**src/rtl/imx_pkg.sv**
```systemverilog
// Package for the mode, port input and increment execute block.
// Assumes a CPU core supplies decoded opcode bytes and register values.
package imx_pkg;
  localparam logic [7:0] ED_PREFIX = 8'hed;
  localparam logic [7:0] OP_BLK_BYTE_DN = 8'haa;
  localparam logic [7:0] OP_BLK_WORD_DN = 8'h8a;
  localparam logic [7:0] OP_BLK_BYTE_RPT_DN = 8'hba;
  localparam logic [7:0] OP_BLK_WORD_RPT_DN = 8'h9a;
  localparam logic [2:0] MODE_ENC_0 = 3'h0;
  localparam logic [2:0] MODE_ENC_1 = 3'h2;
  localparam logic [2:0] MODE_ENC_2 = 3'h3;
  localparam logic [2:0] MODE_ENC_3 = 3'h1;
  localparam logic [2:0] PAIR_BC = 3'h0;
  localparam logic [2:0] PAIR_DE = 3'h2;
  localparam logic [2:0] PAIR_HL = 3'h4;
  localparam logic [2:0] PAIR_SP = 3'h6;
  localparam logic [2:0] BX_HL_IX = 3'h1;
  localparam logic [2:0] BX_HL_IY = 3'h2;
  localparam logic [2:0] BX_IX_IY = 3'h3;
  localparam logic [7:0] OVF_OPERAND = 8'h7f;
  localparam logic [1:0] IRQ_MODE_RESET = 2'h0;
  // Flag bit positions
  localparam int FLAG_C = 0;
  localparam int FLAG_N = 1;
  localparam int FLAG_PV = 2;
  localparam int FLAG_H = 4;
  localparam int FLAG_Z = 6;
  localparam int FLAG_S = 7;

  typedef enum logic [3:0] {
    ST_IDLE = 4'h1,
    ST_PORT = 4'h2,
    ST_STORE = 4'h4,
    ST_PAUSE = 4'h8
  } imx_state_type;

  typedef struct packed {
    logic [7:0] b;
    logic [7:0] c;
    logic [15:0] hl;
    logic [7:0] f;
  } imx_regs_type;

  typedef struct packed {
    logic [23:0] addr;
    logic req;
  } imx_io_type;
endpackage

```
**src/rtl/imx_exec.sv**
```systemverilog
// Execute logic for mode select, port input, increments and block input down.
// Assumes the core holds operands stable while START is high and honours BUSY.
// Functional notes
// RULE1: Mode select maps encoded field to mode 0-3
// RULE2: Current interrupt mode is readable as status
// RULE3: Port address is page, B, C
// RULE4: Port byte flags: S Z parity, clear H N
// RULE5: User port input traps when user I/O blocked
// RULE6: Byte increment overflow only when operand was 7F
// RULE7: Byte increment sets H, S, Z; clears N
// RULE8: Word increment adds one, flags untouched
// RULE9: Pair field decodes BC DE HL SP
// RULE10: Base index field decodes three sum pairs
// RULE11: Block step stores, drops HL, then B
// RULE12: Single block step: Z from B, set N
// RULE13: Repeat until B zero; zero start gives 256
// RULE14: Repeat pauses for interrupts, PC kept at start
// RULE15: Second byte after prefix selects block variant
// RULE16: Mode select in user mode traps instead
`timescale 1ns/1ps
module imx_exec
  import imx_pkg::*;
(
  input wire logic CLK,
  input wire logic RESETN,
  input wire logic START,
  input wire logic [7:0] OP_PREFIX,
  input wire logic [7:0] OP_BYTE,
  input wire logic USER_MODE,
  input wire logic USER_IO_BLOCK,
  input wire logic IRQ_PENDING,
  input wire logic [15:0] INSN_PC,
  input wire imx_regs_type REGS_IN,
  input wire logic [15:0] IX_IN,
  input wire logic [15:0] IY_IN,
  input wire logic [15:0] SP_IN,
  input wire logic [15:0] DE_IN,
  input wire logic [2:0] BASE_INDEX_FIELD,
  input wire logic [7:0] BYTE_OPERAND,
  input wire logic [15:0] WORD_OPERAND,
  input wire logic IO_ACK,
  input wire logic [15:0] IO_RDATA,
  input wire logic [7:0] IO_PAGE_SRC,
  input wire logic MEM_ACK,
  output imx_io_type IO_REQ,
  output logic MEM_WR,
  output logic MEM_WORD,
  output logic [15:0] MEM_ADDR,
  output logic [15:0] MEM_WDATA,
  output imx_regs_type REGS_OUT,
  output logic [15:0] WORD_RESULT,
  output logic [7:0] BYTE_RESULT,
  output logic [15:0] PAIR_RESULT,
  output logic [15:0] BASE_ADDR,
  output logic [1:0] IRQ_MODE,
  output logic PRIV_TRAP,
  output logic [15:0] RESUME_PC,
  output logic BUSY,
  output logic DONE
);

  function automatic logic even_parity(input logic [7:0] d);
    even_parity = ~^d;
  endfunction

  function automatic logic is_block(input logic [7:0] p, input logic [7:0] o);
    is_block = (p == ED_PREFIX) && ((o == OP_BLK_BYTE_DN) || (o == OP_BLK_WORD_DN)
      || (o == OP_BLK_BYTE_RPT_DN) || (o == OP_BLK_WORD_RPT_DN));
  endfunction

  // Single port read opcodes: ED 01 rrr 000
  function automatic logic is_port_rd(input logic [7:0] p, input logic [7:0] o);
    is_port_rd = (p == ED_PREFIX) && (o[7:6] == 2'b01) && (o[2:0] == 3'b000);
  endfunction

  function automatic logic is_mode_sel(input logic [7:0] p, input logic [7:0] o);
    is_mode_sel = (p == ED_PREFIX) && (o[7:6] == 2'b01) && (o[2:0] == 3'b110);
  endfunction

  imx_state_type state, next_state;
  imx_regs_type regs, next_regs;
  logic [1:0] irq_mode, next_irq_mode;
  logic trap, next_trap;
  logic done, next_done;
  logic word_mode, next_word_mode;
  logic repeat_mode, next_repeat_mode;
  logic single_rd, next_single_rd;
  logic [15:0] data, next_data;
  logic [15:0] resume_pc, next_resume_pc;
  logic [7:0] byte_res, next_byte_res;
  logic [15:0] word_res, next_word_res;
  logic [15:0] pair_res, next_pair_res;
  logic [15:0] base_addr, next_base_addr;
  logic [8:0] inc_sum;
  logic [4:0] half_sum;

  always_comb
  begin
    next_state = state;
    next_regs = regs;
    next_irq_mode = irq_mode;
    next_trap = 1'b0;
    next_done = 1'b0;
    next_word_mode = word_mode;
    next_repeat_mode = repeat_mode;
    next_single_rd = single_rd;
    next_data = data;
    next_resume_pc = resume_pc;
    next_byte_res = byte_res;
    next_word_res = word_res;
    next_pair_res = pair_res;
    next_base_addr = base_addr;
    inc_sum = {1'b0, BYTE_OPERAND} + 9'h001;
    half_sum = {1'b0, BYTE_OPERAND[3:0]} + 5'h01;
    case (state)
      ST_IDLE:
      begin
        if (START)
        begin
          next_regs = REGS_IN;
          next_resume_pc = INSN_PC;
          if ((is_block(OP_PREFIX, OP_BYTE) || is_port_rd(OP_PREFIX, OP_BYTE))
              && USER_MODE && USER_IO_BLOCK) // RULE5
          begin
            next_trap = 1'b1;
            next_done = 1'b1;
          end
          else if (is_mode_sel(OP_PREFIX, OP_BYTE))
          begin
            if (USER_MODE) // RULE16
            begin
              next_trap = 1'b1;
            end
            else
            begin
              case (OP_BYTE[5:3]) // RULE1
                MODE_ENC_0: next_irq_mode = 2'h0;
                MODE_ENC_1: next_irq_mode = 2'h1;
                MODE_ENC_2: next_irq_mode = 2'h2;
                MODE_ENC_3: next_irq_mode = 2'h3;
                default: next_irq_mode = irq_mode;
              endcase
            end
            next_done = 1'b1;
          end
          else if (is_block(OP_PREFIX, OP_BYTE)) // RULE15
          begin
            next_word_mode = ~OP_BYTE[5]; // RULE15
            next_repeat_mode = OP_BYTE[4]; // RULE15
            next_single_rd = 1'b0;
            next_state = ST_PORT;
          end
          else if (is_port_rd(OP_PREFIX, OP_BYTE))
          begin
            next_word_mode = 1'b0;
            next_single_rd = 1'b1;
            next_state = ST_PORT;
          end
          else if (OP_PREFIX == 8'h00 && OP_BYTE[2:0] == 3'b100)
          begin
            // Byte increment
            next_byte_res = inc_sum[7:0];
            next_regs.f[FLAG_S] = inc_sum[7]; // RULE7
            next_regs.f[FLAG_Z] = (inc_sum[7:0] == 8'h00); // RULE7
            next_regs.f[FLAG_H] = half_sum[4]; // RULE7
            next_regs.f[FLAG_N] = 1'b0; // RULE7
            next_regs.f[FLAG_PV] = (BYTE_OPERAND == OVF_OPERAND); // RULE6
            next_done = 1'b1;
          end
          else if (OP_PREFIX == 8'h00 && OP_BYTE[7:6] == 2'b00 && OP_BYTE[2:0] == 3'b011)
          begin
            // Word increment keeps every flag
            next_word_res = WORD_OPERAND + 16'h0001; // RULE8
            case (OP_BYTE[5:3]) // RULE9
              PAIR_BC: next_pair_res = {REGS_IN.b, REGS_IN.c} + 16'h0001;
              PAIR_DE: next_pair_res = DE_IN + 16'h0001;
              PAIR_HL: next_pair_res = REGS_IN.hl + 16'h0001;
              PAIR_SP: next_pair_res = SP_IN + 16'h0001;
              default: next_pair_res = WORD_OPERAND + 16'h0001;
            endcase
            next_done = 1'b1;
          end
          else
          begin
            next_done = 1'b1;
          end
          case (BASE_INDEX_FIELD) // RULE10
            BX_HL_IX: next_base_addr = REGS_IN.hl + IX_IN;
            BX_HL_IY: next_base_addr = REGS_IN.hl + IY_IN;
            BX_IX_IY: next_base_addr = IX_IN + IY_IN;
            default: next_base_addr = base_addr;
          endcase
        end
      end
      ST_PORT:
      begin
        if (IO_ACK)
        begin
          next_data = IO_RDATA;
          if (single_rd)
          begin
            next_byte_res = IO_RDATA[7:0];
            next_regs.f[FLAG_S] = IO_RDATA[7]; // RULE4
            next_regs.f[FLAG_Z] = (IO_RDATA[7:0] == 8'h00); // RULE4
            next_regs.f[FLAG_PV] = even_parity(IO_RDATA[7:0]); // RULE4
            next_regs.f[FLAG_H] = 1'b0; // RULE4
            next_regs.f[FLAG_N] = 1'b0; // RULE4
            next_done = 1'b1;
            next_state = ST_IDLE;
          end
          else
          begin
            next_state = ST_STORE;
          end
        end
      end
      ST_STORE:
      begin
        if (MEM_ACK)
        begin
          // Wraps from 00 to FF, so a zero start yields 256 steps
          next_regs.hl = regs.hl - (word_mode ? 16'h0002 : 16'h0001); // RULE11
          next_regs.b = regs.b - 8'h01; // RULE11
          next_regs.f[FLAG_N] = 1'b1; // RULE12
          next_regs.f[FLAG_Z] = (regs.b == 8'h01); // RULE12
          if (!repeat_mode || regs.b == 8'h01) // RULE13
          begin
            next_done = 1'b1;
            next_state = ST_IDLE;
          end
          else if (IRQ_PENDING) // RULE14
          begin
            next_state = ST_PAUSE;
          end
          else
          begin
            next_state = ST_PORT;
          end
        end
      end
      ST_PAUSE:
      begin
        // Hands the partial state back; core reissues from the saved PC
        next_done = 1'b1; // RULE14
        next_state = ST_IDLE;
      end
      default: next_state = ST_IDLE;
    endcase
  end

  always_ff @(posedge CLK)
  begin
    if (!RESETN)
    begin
      state <= ST_IDLE;
      regs <= '0;
      irq_mode <= IRQ_MODE_RESET;
      trap <= 1'b0;
      done <= 1'b0;
      word_mode <= 1'b0;
      repeat_mode <= 1'b0;
      single_rd <= 1'b0;
      data <= 16'h0000;
      resume_pc <= 16'h0000;
      byte_res <= 8'h00;
      word_res <= 16'h0000;
      pair_res <= 16'h0000;
      base_addr <= 16'h0000;
    end
    else
    begin
      state <= next_state;
      regs <= next_regs;
      irq_mode <= next_irq_mode;
      trap <= next_trap;
      done <= next_done;
      word_mode <= next_word_mode;
      repeat_mode <= next_repeat_mode;
      single_rd <= next_single_rd;
      data <= next_data;
      resume_pc <= next_resume_pc;
      byte_res <= next_byte_res;
      word_res <= next_word_res;
      pair_res <= next_pair_res;
      base_addr <= next_base_addr;
    end
  end

  // Page is read live from the core, so it must hold steady while BUSY
  logic [7:0] io_page;
  assign io_page = IO_PAGE_SRC;
  assign IO_REQ.addr = {io_page, regs.b, regs.c}; // RULE3
  assign IO_REQ.req = (state == ST_PORT);
  assign MEM_WR = (state == ST_STORE); // RULE11
  assign MEM_WORD = word_mode;
  assign MEM_ADDR = regs.hl; // RULE11
  assign MEM_WDATA = data;
  assign REGS_OUT = regs;
  assign WORD_RESULT = word_res;
  assign BYTE_RESULT = byte_res;
  assign PAIR_RESULT = pair_res;
  assign BASE_ADDR = base_addr;
  assign IRQ_MODE = irq_mode; // RULE2
  assign PRIV_TRAP = trap;
  assign RESUME_PC = resume_pc; // RULE14
  assign BUSY = (state != ST_IDLE);
  assign DONE = done;
endmodule

```
**config.mk**
```make
export PLATFORM = sky130hd
export DESIGN_NAME = imx_exec
export DESIGN_NICKNAME = d
export VERILOG_FILES = /design/src/rtl/imx_pkg.sv /design/src/rtl/imx_exec.sv
export SDC_FILE = /design/constraint.sdc
export NUM_CORES = 1
export LEC_CHECK = 0
export ABC_AREA = 1
export BUFFER_PORTS_ARGS = -buffer_cell sky130_fd_sc_hd__buf_2
export CAP_MARGIN = 40
export CORE_MARGIN = 2
export CORE_UTILIZATION = 36
export CTS_CLUSTER_DIAMETER = 50
export DETAILED_ROUTE_END_ITERATION = 16
export PLACE_DENSITY_LB_ADDON = 0.25
export RECOVER_POWER = 50
export SLEW_MARGIN = 25
export SYNTH_ARGS = -nofsm -noshare
export SYNTH_HDL_FRONTEND = slang
export SYNTH_SLANG_ARGS = --single-unit
```
**constraint.sdc**
```tcl
create_clock -name CLK -period 3.4 [get_ports CLK]
set_input_delay 0.68 -clock CLK [delete_from_list [all_inputs] [get_ports CLK]]
set_output_delay 0.68 -clock CLK [all_outputs]
set_load 0.01 [all_outputs]
```
* Yosys cells after proc, flatten, opt, wreduce, memory -nomap -nowiden
Cells that the tools add are included.
Storage, ports and cells: bits in registers 139, input bits 195, logic and storage cells 187
Cells by class: $add $sub $neg 12, equality and inequality tests 34, muxes and demuxes 74, bitwise gates (word level) 7, reduce and logical (&&, ||, !) cells 41
Operators by type and width (count):
- 16-bit by 1-bit adder with 16-bit output, second input constant | 5
- 8-bit two-way mux | 9
- 16-bit case mux with 4 select lines | 1
- 16-bit adder | 3
- 16-bit case mux with 3 select lines | 1
- 8-bit == test, second input constant | 5
- 40-bit two-way mux | 1
- 4-bit two-way mux | 9
- 16-bit case mux with 2 select lines | 1
- 8-bit case mux with 2 select lines | 2
- 2-bit two-way mux | 15
- 1-bit two-way mux | 25
- 8-bit logical NOT | 3
- 16-bit two-way mux | 1
- 2-bit inequality test, second input constant | 8
- 16-bit by 2-bit subtractor with 16-bit output | 1
- 3-bit by 2-bit == test with 1-bit output, second input constant | 5
- 5-bit AND reduction | 3
- 3-bit == test, second input constant | 4
- 4-bit case mux with 3 select lines | 1
- 6-bit AND reduction | 2
- 1-bit logical AND | 9
- 3-bit AND reduction | 3
- 9-bit AND reduction | 1
- 31 further kinds | 50

* Logic depth before layout (Yosys ltp)
word-level depth 11, gate-level depth with buffers 19, depth with buffers taken out 18

* Worst setup path after synthesis
OpenSTA, ideal clock, no wires.
path type in2reg, start point input BASE_INDEX_FIELD[2], end point register base_addr[14] (netlist: BASE_ADDR[14]), library setup time 109 ps, data arrival time 2734 ps, data required time 3291 ps, path slack 558 ps, stages on the path 13, buffers on the path 1, cells stage by stage inv_1 -> nand3_1 -> buf_1 -> mux2_2 -> ha_1 -> a21oi_1 -> o21ai_0 -> a211oi_1 -> nand2_1 -> o21ai_0 -> nand3_1 -> nand2_1 -> inv_1
Between the ends: word-level cells in the longest chain between the ends 3
Ends and longest elaborated chain:
- from (decl) | RTL line imx_exec.sv:38 | input wire logic [2:0] BASE_INDEX_FIELD,
- 3-bit by 2-bit == test with 1-bit output or 3-bit by 1-bit == test with 1-bit output (tied branches) | RTL line imx_exec.sv:187 | case (BASE_INDEX_FIELD)
- 3-bit nonzero test (no line)
- 3-bit AND reduction (no line)
- to (signal assigned) | RTL line imx_exec.sv:285 | base_addr <= next_base_addr;
- to (decl) | RTL line imx_exec.sv:93 | logic [15:0] base_addr, next_base_addr;
Several ways; a longest one is shown, not always the timed one. A chain may end at the register's enable or synchronous reset.

* Final worst setup path
start point input BASE_INDEX_FIELD[2], end point register base_addr[10] (netlist: BASE_ADDR[10])
The elaborated chain is that of the path after synthesis.

==> flow_metrics.tcl <==
set metrics [dict create \
    status "finished, final reports clean" \
    h-tree-depth 4 \
    power.net_switching_mw 2.11 \
    crit_path_start_kind "primary input" \
    start_util_pct 36.4 \
    cts.sinks 139 \
    clock_latency_ns 0.44 \
    die_y_um 169 \
    antenna_found_initial 9 \
    synth.net_count 1724 \
    slowest_delay_ns 0.47 \
    rows 60 \
    power_mw 5.76 \
    drc 0 \
    cts_tree "yes" \
    synthArstFlopShare_pct 0 \
    final_nets 2018 \
    period_share_pct 77.4 \
    clkTransAtPathRegs_ns 0.08 \
    path_common_cell "nand3_1" \
    vias 11000 \
    gr-usage-all-layers_pct 24.2 \
    grt_pass1_wl_um 54200 \
    ioPinCount 371 \
    slew_headroom_pct 51.9 \
    gp_congestion 0.905 \
    hp-class "reg -> reg" \
    yosys_warnings 0 \
    cellLeakagePower_nw 5.66 \
    tightestPinTransition_ns 0.718 \
    crit_chain "buf_2 > inv_1 > nand3_1 > buf_12 > nand2_1 > o21ai_0 > fa_1 > nand3_1 > nand3_1 > a21boi_0 > inv_1 > nand2_1 > o21ai_0 > o21ai_0 > nand3_1 > nand2_1 > inv_1" \
    setup_viol 0 \
    drt-total-wl_um 36200 \
    cp_max_fo 22 \
    arrival_ns 2.97 \
    ys_ff_latch 139 \
    synthCells 1484 \
    coreArea_mm2 0.0268 \
    power_frac_seq_pct 33.7 \
    dieArea_mm2 0.0285 \
    p_clk_share_pct 37.1 \
    final_hold_viol_count 0 \
    initialDrtViolationCount 671 \
    skew_ns 0.0158 \
    path_class "in -> reg" \
    ant_nets 0 \
    cts_setup_buffers 0 \
    yosysMostFrequentCell "nand2_1" \
    cts_buffer_depth 2 \
    critPathSlowestCell "fa_1" \
    fmax_mhz 380 \
    worst_ir_drop_vdd_v 0.000224 \
    synth_edf_count 0 \
    place_ws_ns 0.356 \
    drive_above_1_share_pct 17.5 \
    grt_pass1_vias 10000 \
    p_comb_share_pct 29.3 \
    synthTopCellsByArea "dfxtp_1 (28%), nand2_1 (10%), nor2_1 (8.1%), o21ai_0 (8.1%), a21oi_1 (5.9%)" \
    ys_types 51 \
    finalSetupTns_ns 0 \
    netlist.area_leader.share_pct 28.5 \
    io_buffers 354 \
    rsz0062_at_grt "no" \
    drtPass1Iterations 7 \
    worstPathRequired_ns 3.74 \
    power_density_mw_per_mm2 479 \
    fin_ws_ns 0.768 \
    synthTopCellsByCount "nand2_1 (259), nor2_1 (212), o21ai_0 (158)" \
    sw_frac_of_total_pct 36.7 \
    post-route-util_pct 44.9 \
    holdBufCountCts 0 \
    dp.final_hpwl_um 28500 \
    grt_start_max_net_pins 48 \
    max-cap-violations 0 \
    root_buffer "clkbuf_16" \
    synth_area_per_cell_um2 6.58 \
    p_int_mw 3.65 \
    numCtsBuffers 17 \
    die_w_um 169 \
    viasPerCell 5.14 \
    seq_area_frac_synth_pct 28.5 \
    finalCriticalPeriod_ns 2.63 \
    crit_path_end_kind "flip-flop" \
    drv_slew 0 \
    syn_to_final_growth_pct 23.2 \
    wl_per_cell_um 16.9 \
    synth_area_mm2 0.00977 \
    synth_top_area_cell "dfxtp_1" \
    cts_resized 0 \
    overflow 0 \
    synth-main-ff-cell "dfxtp_1" \
]
[state kept, by name, summed over array words and instances (netlist names), 16 cells and up]
register     count
BASE_ADDR       16
IO_REQ          16
MEM_ADDR        16
MEM_WDATA       16
PAIR_RESULT     16
RESUME_PC       16
WORD_RESULT     16
[through the flow]
stage / cell area, µm² / hold WS (ns) / std cells
3_5_place_dp: 11500 / 0.439 / 2100
2_1_floorplan: 9770 / 0.438 / 1484
3_3_place_gp: 11500 / 0.435 / 2099
5_1_grt: 12000 / 0.456 / 2138
4_1_cts: 12200 / 0.451 / 2132
6_report: 12000 / 0.452 / 2138
[layout by cell type (no fill, tap or decap), types with 5 or more instances in the layout]
cell type and instances:
a31oi_1 17, nor2_2 12, nor2_1 211, clkbuf_16 17, a21o_1 6, a21oi_1 115, dfxtp_1 139, nand4_1 33
nand2_1 259, a211oi_1 7, o21ai_0 158, nand3b_1 7, buf_2 204, inv_1 143, inv_2 5, mux2_2 9
ha_1 42, xnor2_1 16, buf_4 20, o22ai_1 6, nor3_1 9, clkbuf_1 149, diode_2 6, nand3_1 91
o211ai_1 14, xor2_1 24, or2_2 7, nor2_4 9, inv_6 5, o21bai_1 5
[final cells by class]
| class | count | area [µm²] |
|---|---|---|
| Fill cell | 2916 | 14800 |
| Clock buffer | 17 | 425 |
| Multi-Input combinational cell | 1094 | 5820 |
| Antenna cell | 6 | 15.0 |
| Inverter | 151 | 568 |
| Clock inverter | 15 | 229 |
| Tap cell | 341 | 427 |
| Sequential cell | 139 | 2780 |
| Timing Repair Buffer | 375 | 1760 |
[final timing paths]
check | startpoint | slack [ns] | to | cells past startpoint
max | BASE_INDEX_FIELD[2] | 0.77 | BASE_ADDR[10]$_SDFFE_PN0P_ | 17
min | WORD_RESULT[2]$_SDFFE_PN0P_ | 0.45 | WORD_RESULT[2]$_SDFFE_PN0P_ | 2
max reg2reg | state[2]$_SDFFE_PN0P_ | 1.01 | BASE_ADDR[12]$_SDFFE_PN0P_ | 11
min reg2reg | WORD_RESULT[2]$_SDFFE_PN0P_ | 0.45 | WORD_RESULT[2]$_SDFFE_PN0P_ | 2
[worst max-delay path: cells and delay by family]
kind            cells  cell delay (ns)
fa+ha+maj           1             0.47
buf+inv             5             0.51
compound gates      4             0.61
simple gates        7             0.69
[metal layers]
layer	vias up	part of all wire [%]	track usage, %	routed length [µm]
met3	57	7.2	4.77	2590
met5	-	0.11	0	41
met1	4969	44	31.5	15900
met2	449	46	40.0	16800
met4	6	2.5	8.81	903
li1	5500	-	-	-
[kinds of logic (layout without fill, tap and decap cells)]
logic type,Yosys count,in the layout,share of synthesized area [%]
compound gates,346,346,19.3
xor+xnor,40,40,3.59
fa+ha+maj,45,45,6.00
buf+inv,251,558,12.0
flops,139,139,28.5
mux,10,10,1.14
other cells,0,6,0
simple gates,653,653,29.5
[power groups by stage]
stage | logic, mW | registers, mW | clock network [mW]
after global placement | 1.71 | 1.97 | 0
after CTS | 1.73 | 1.94 | 2.18
after detailed placement | 1.72 | 1.97 | 0
after global routing | 1.89 | 1.96 | 2.24
final | 1.69 | 1.94 | 2.14
after floorplan | 1.11 | 2.01 | 0
(Power assumes the default switching activity.)
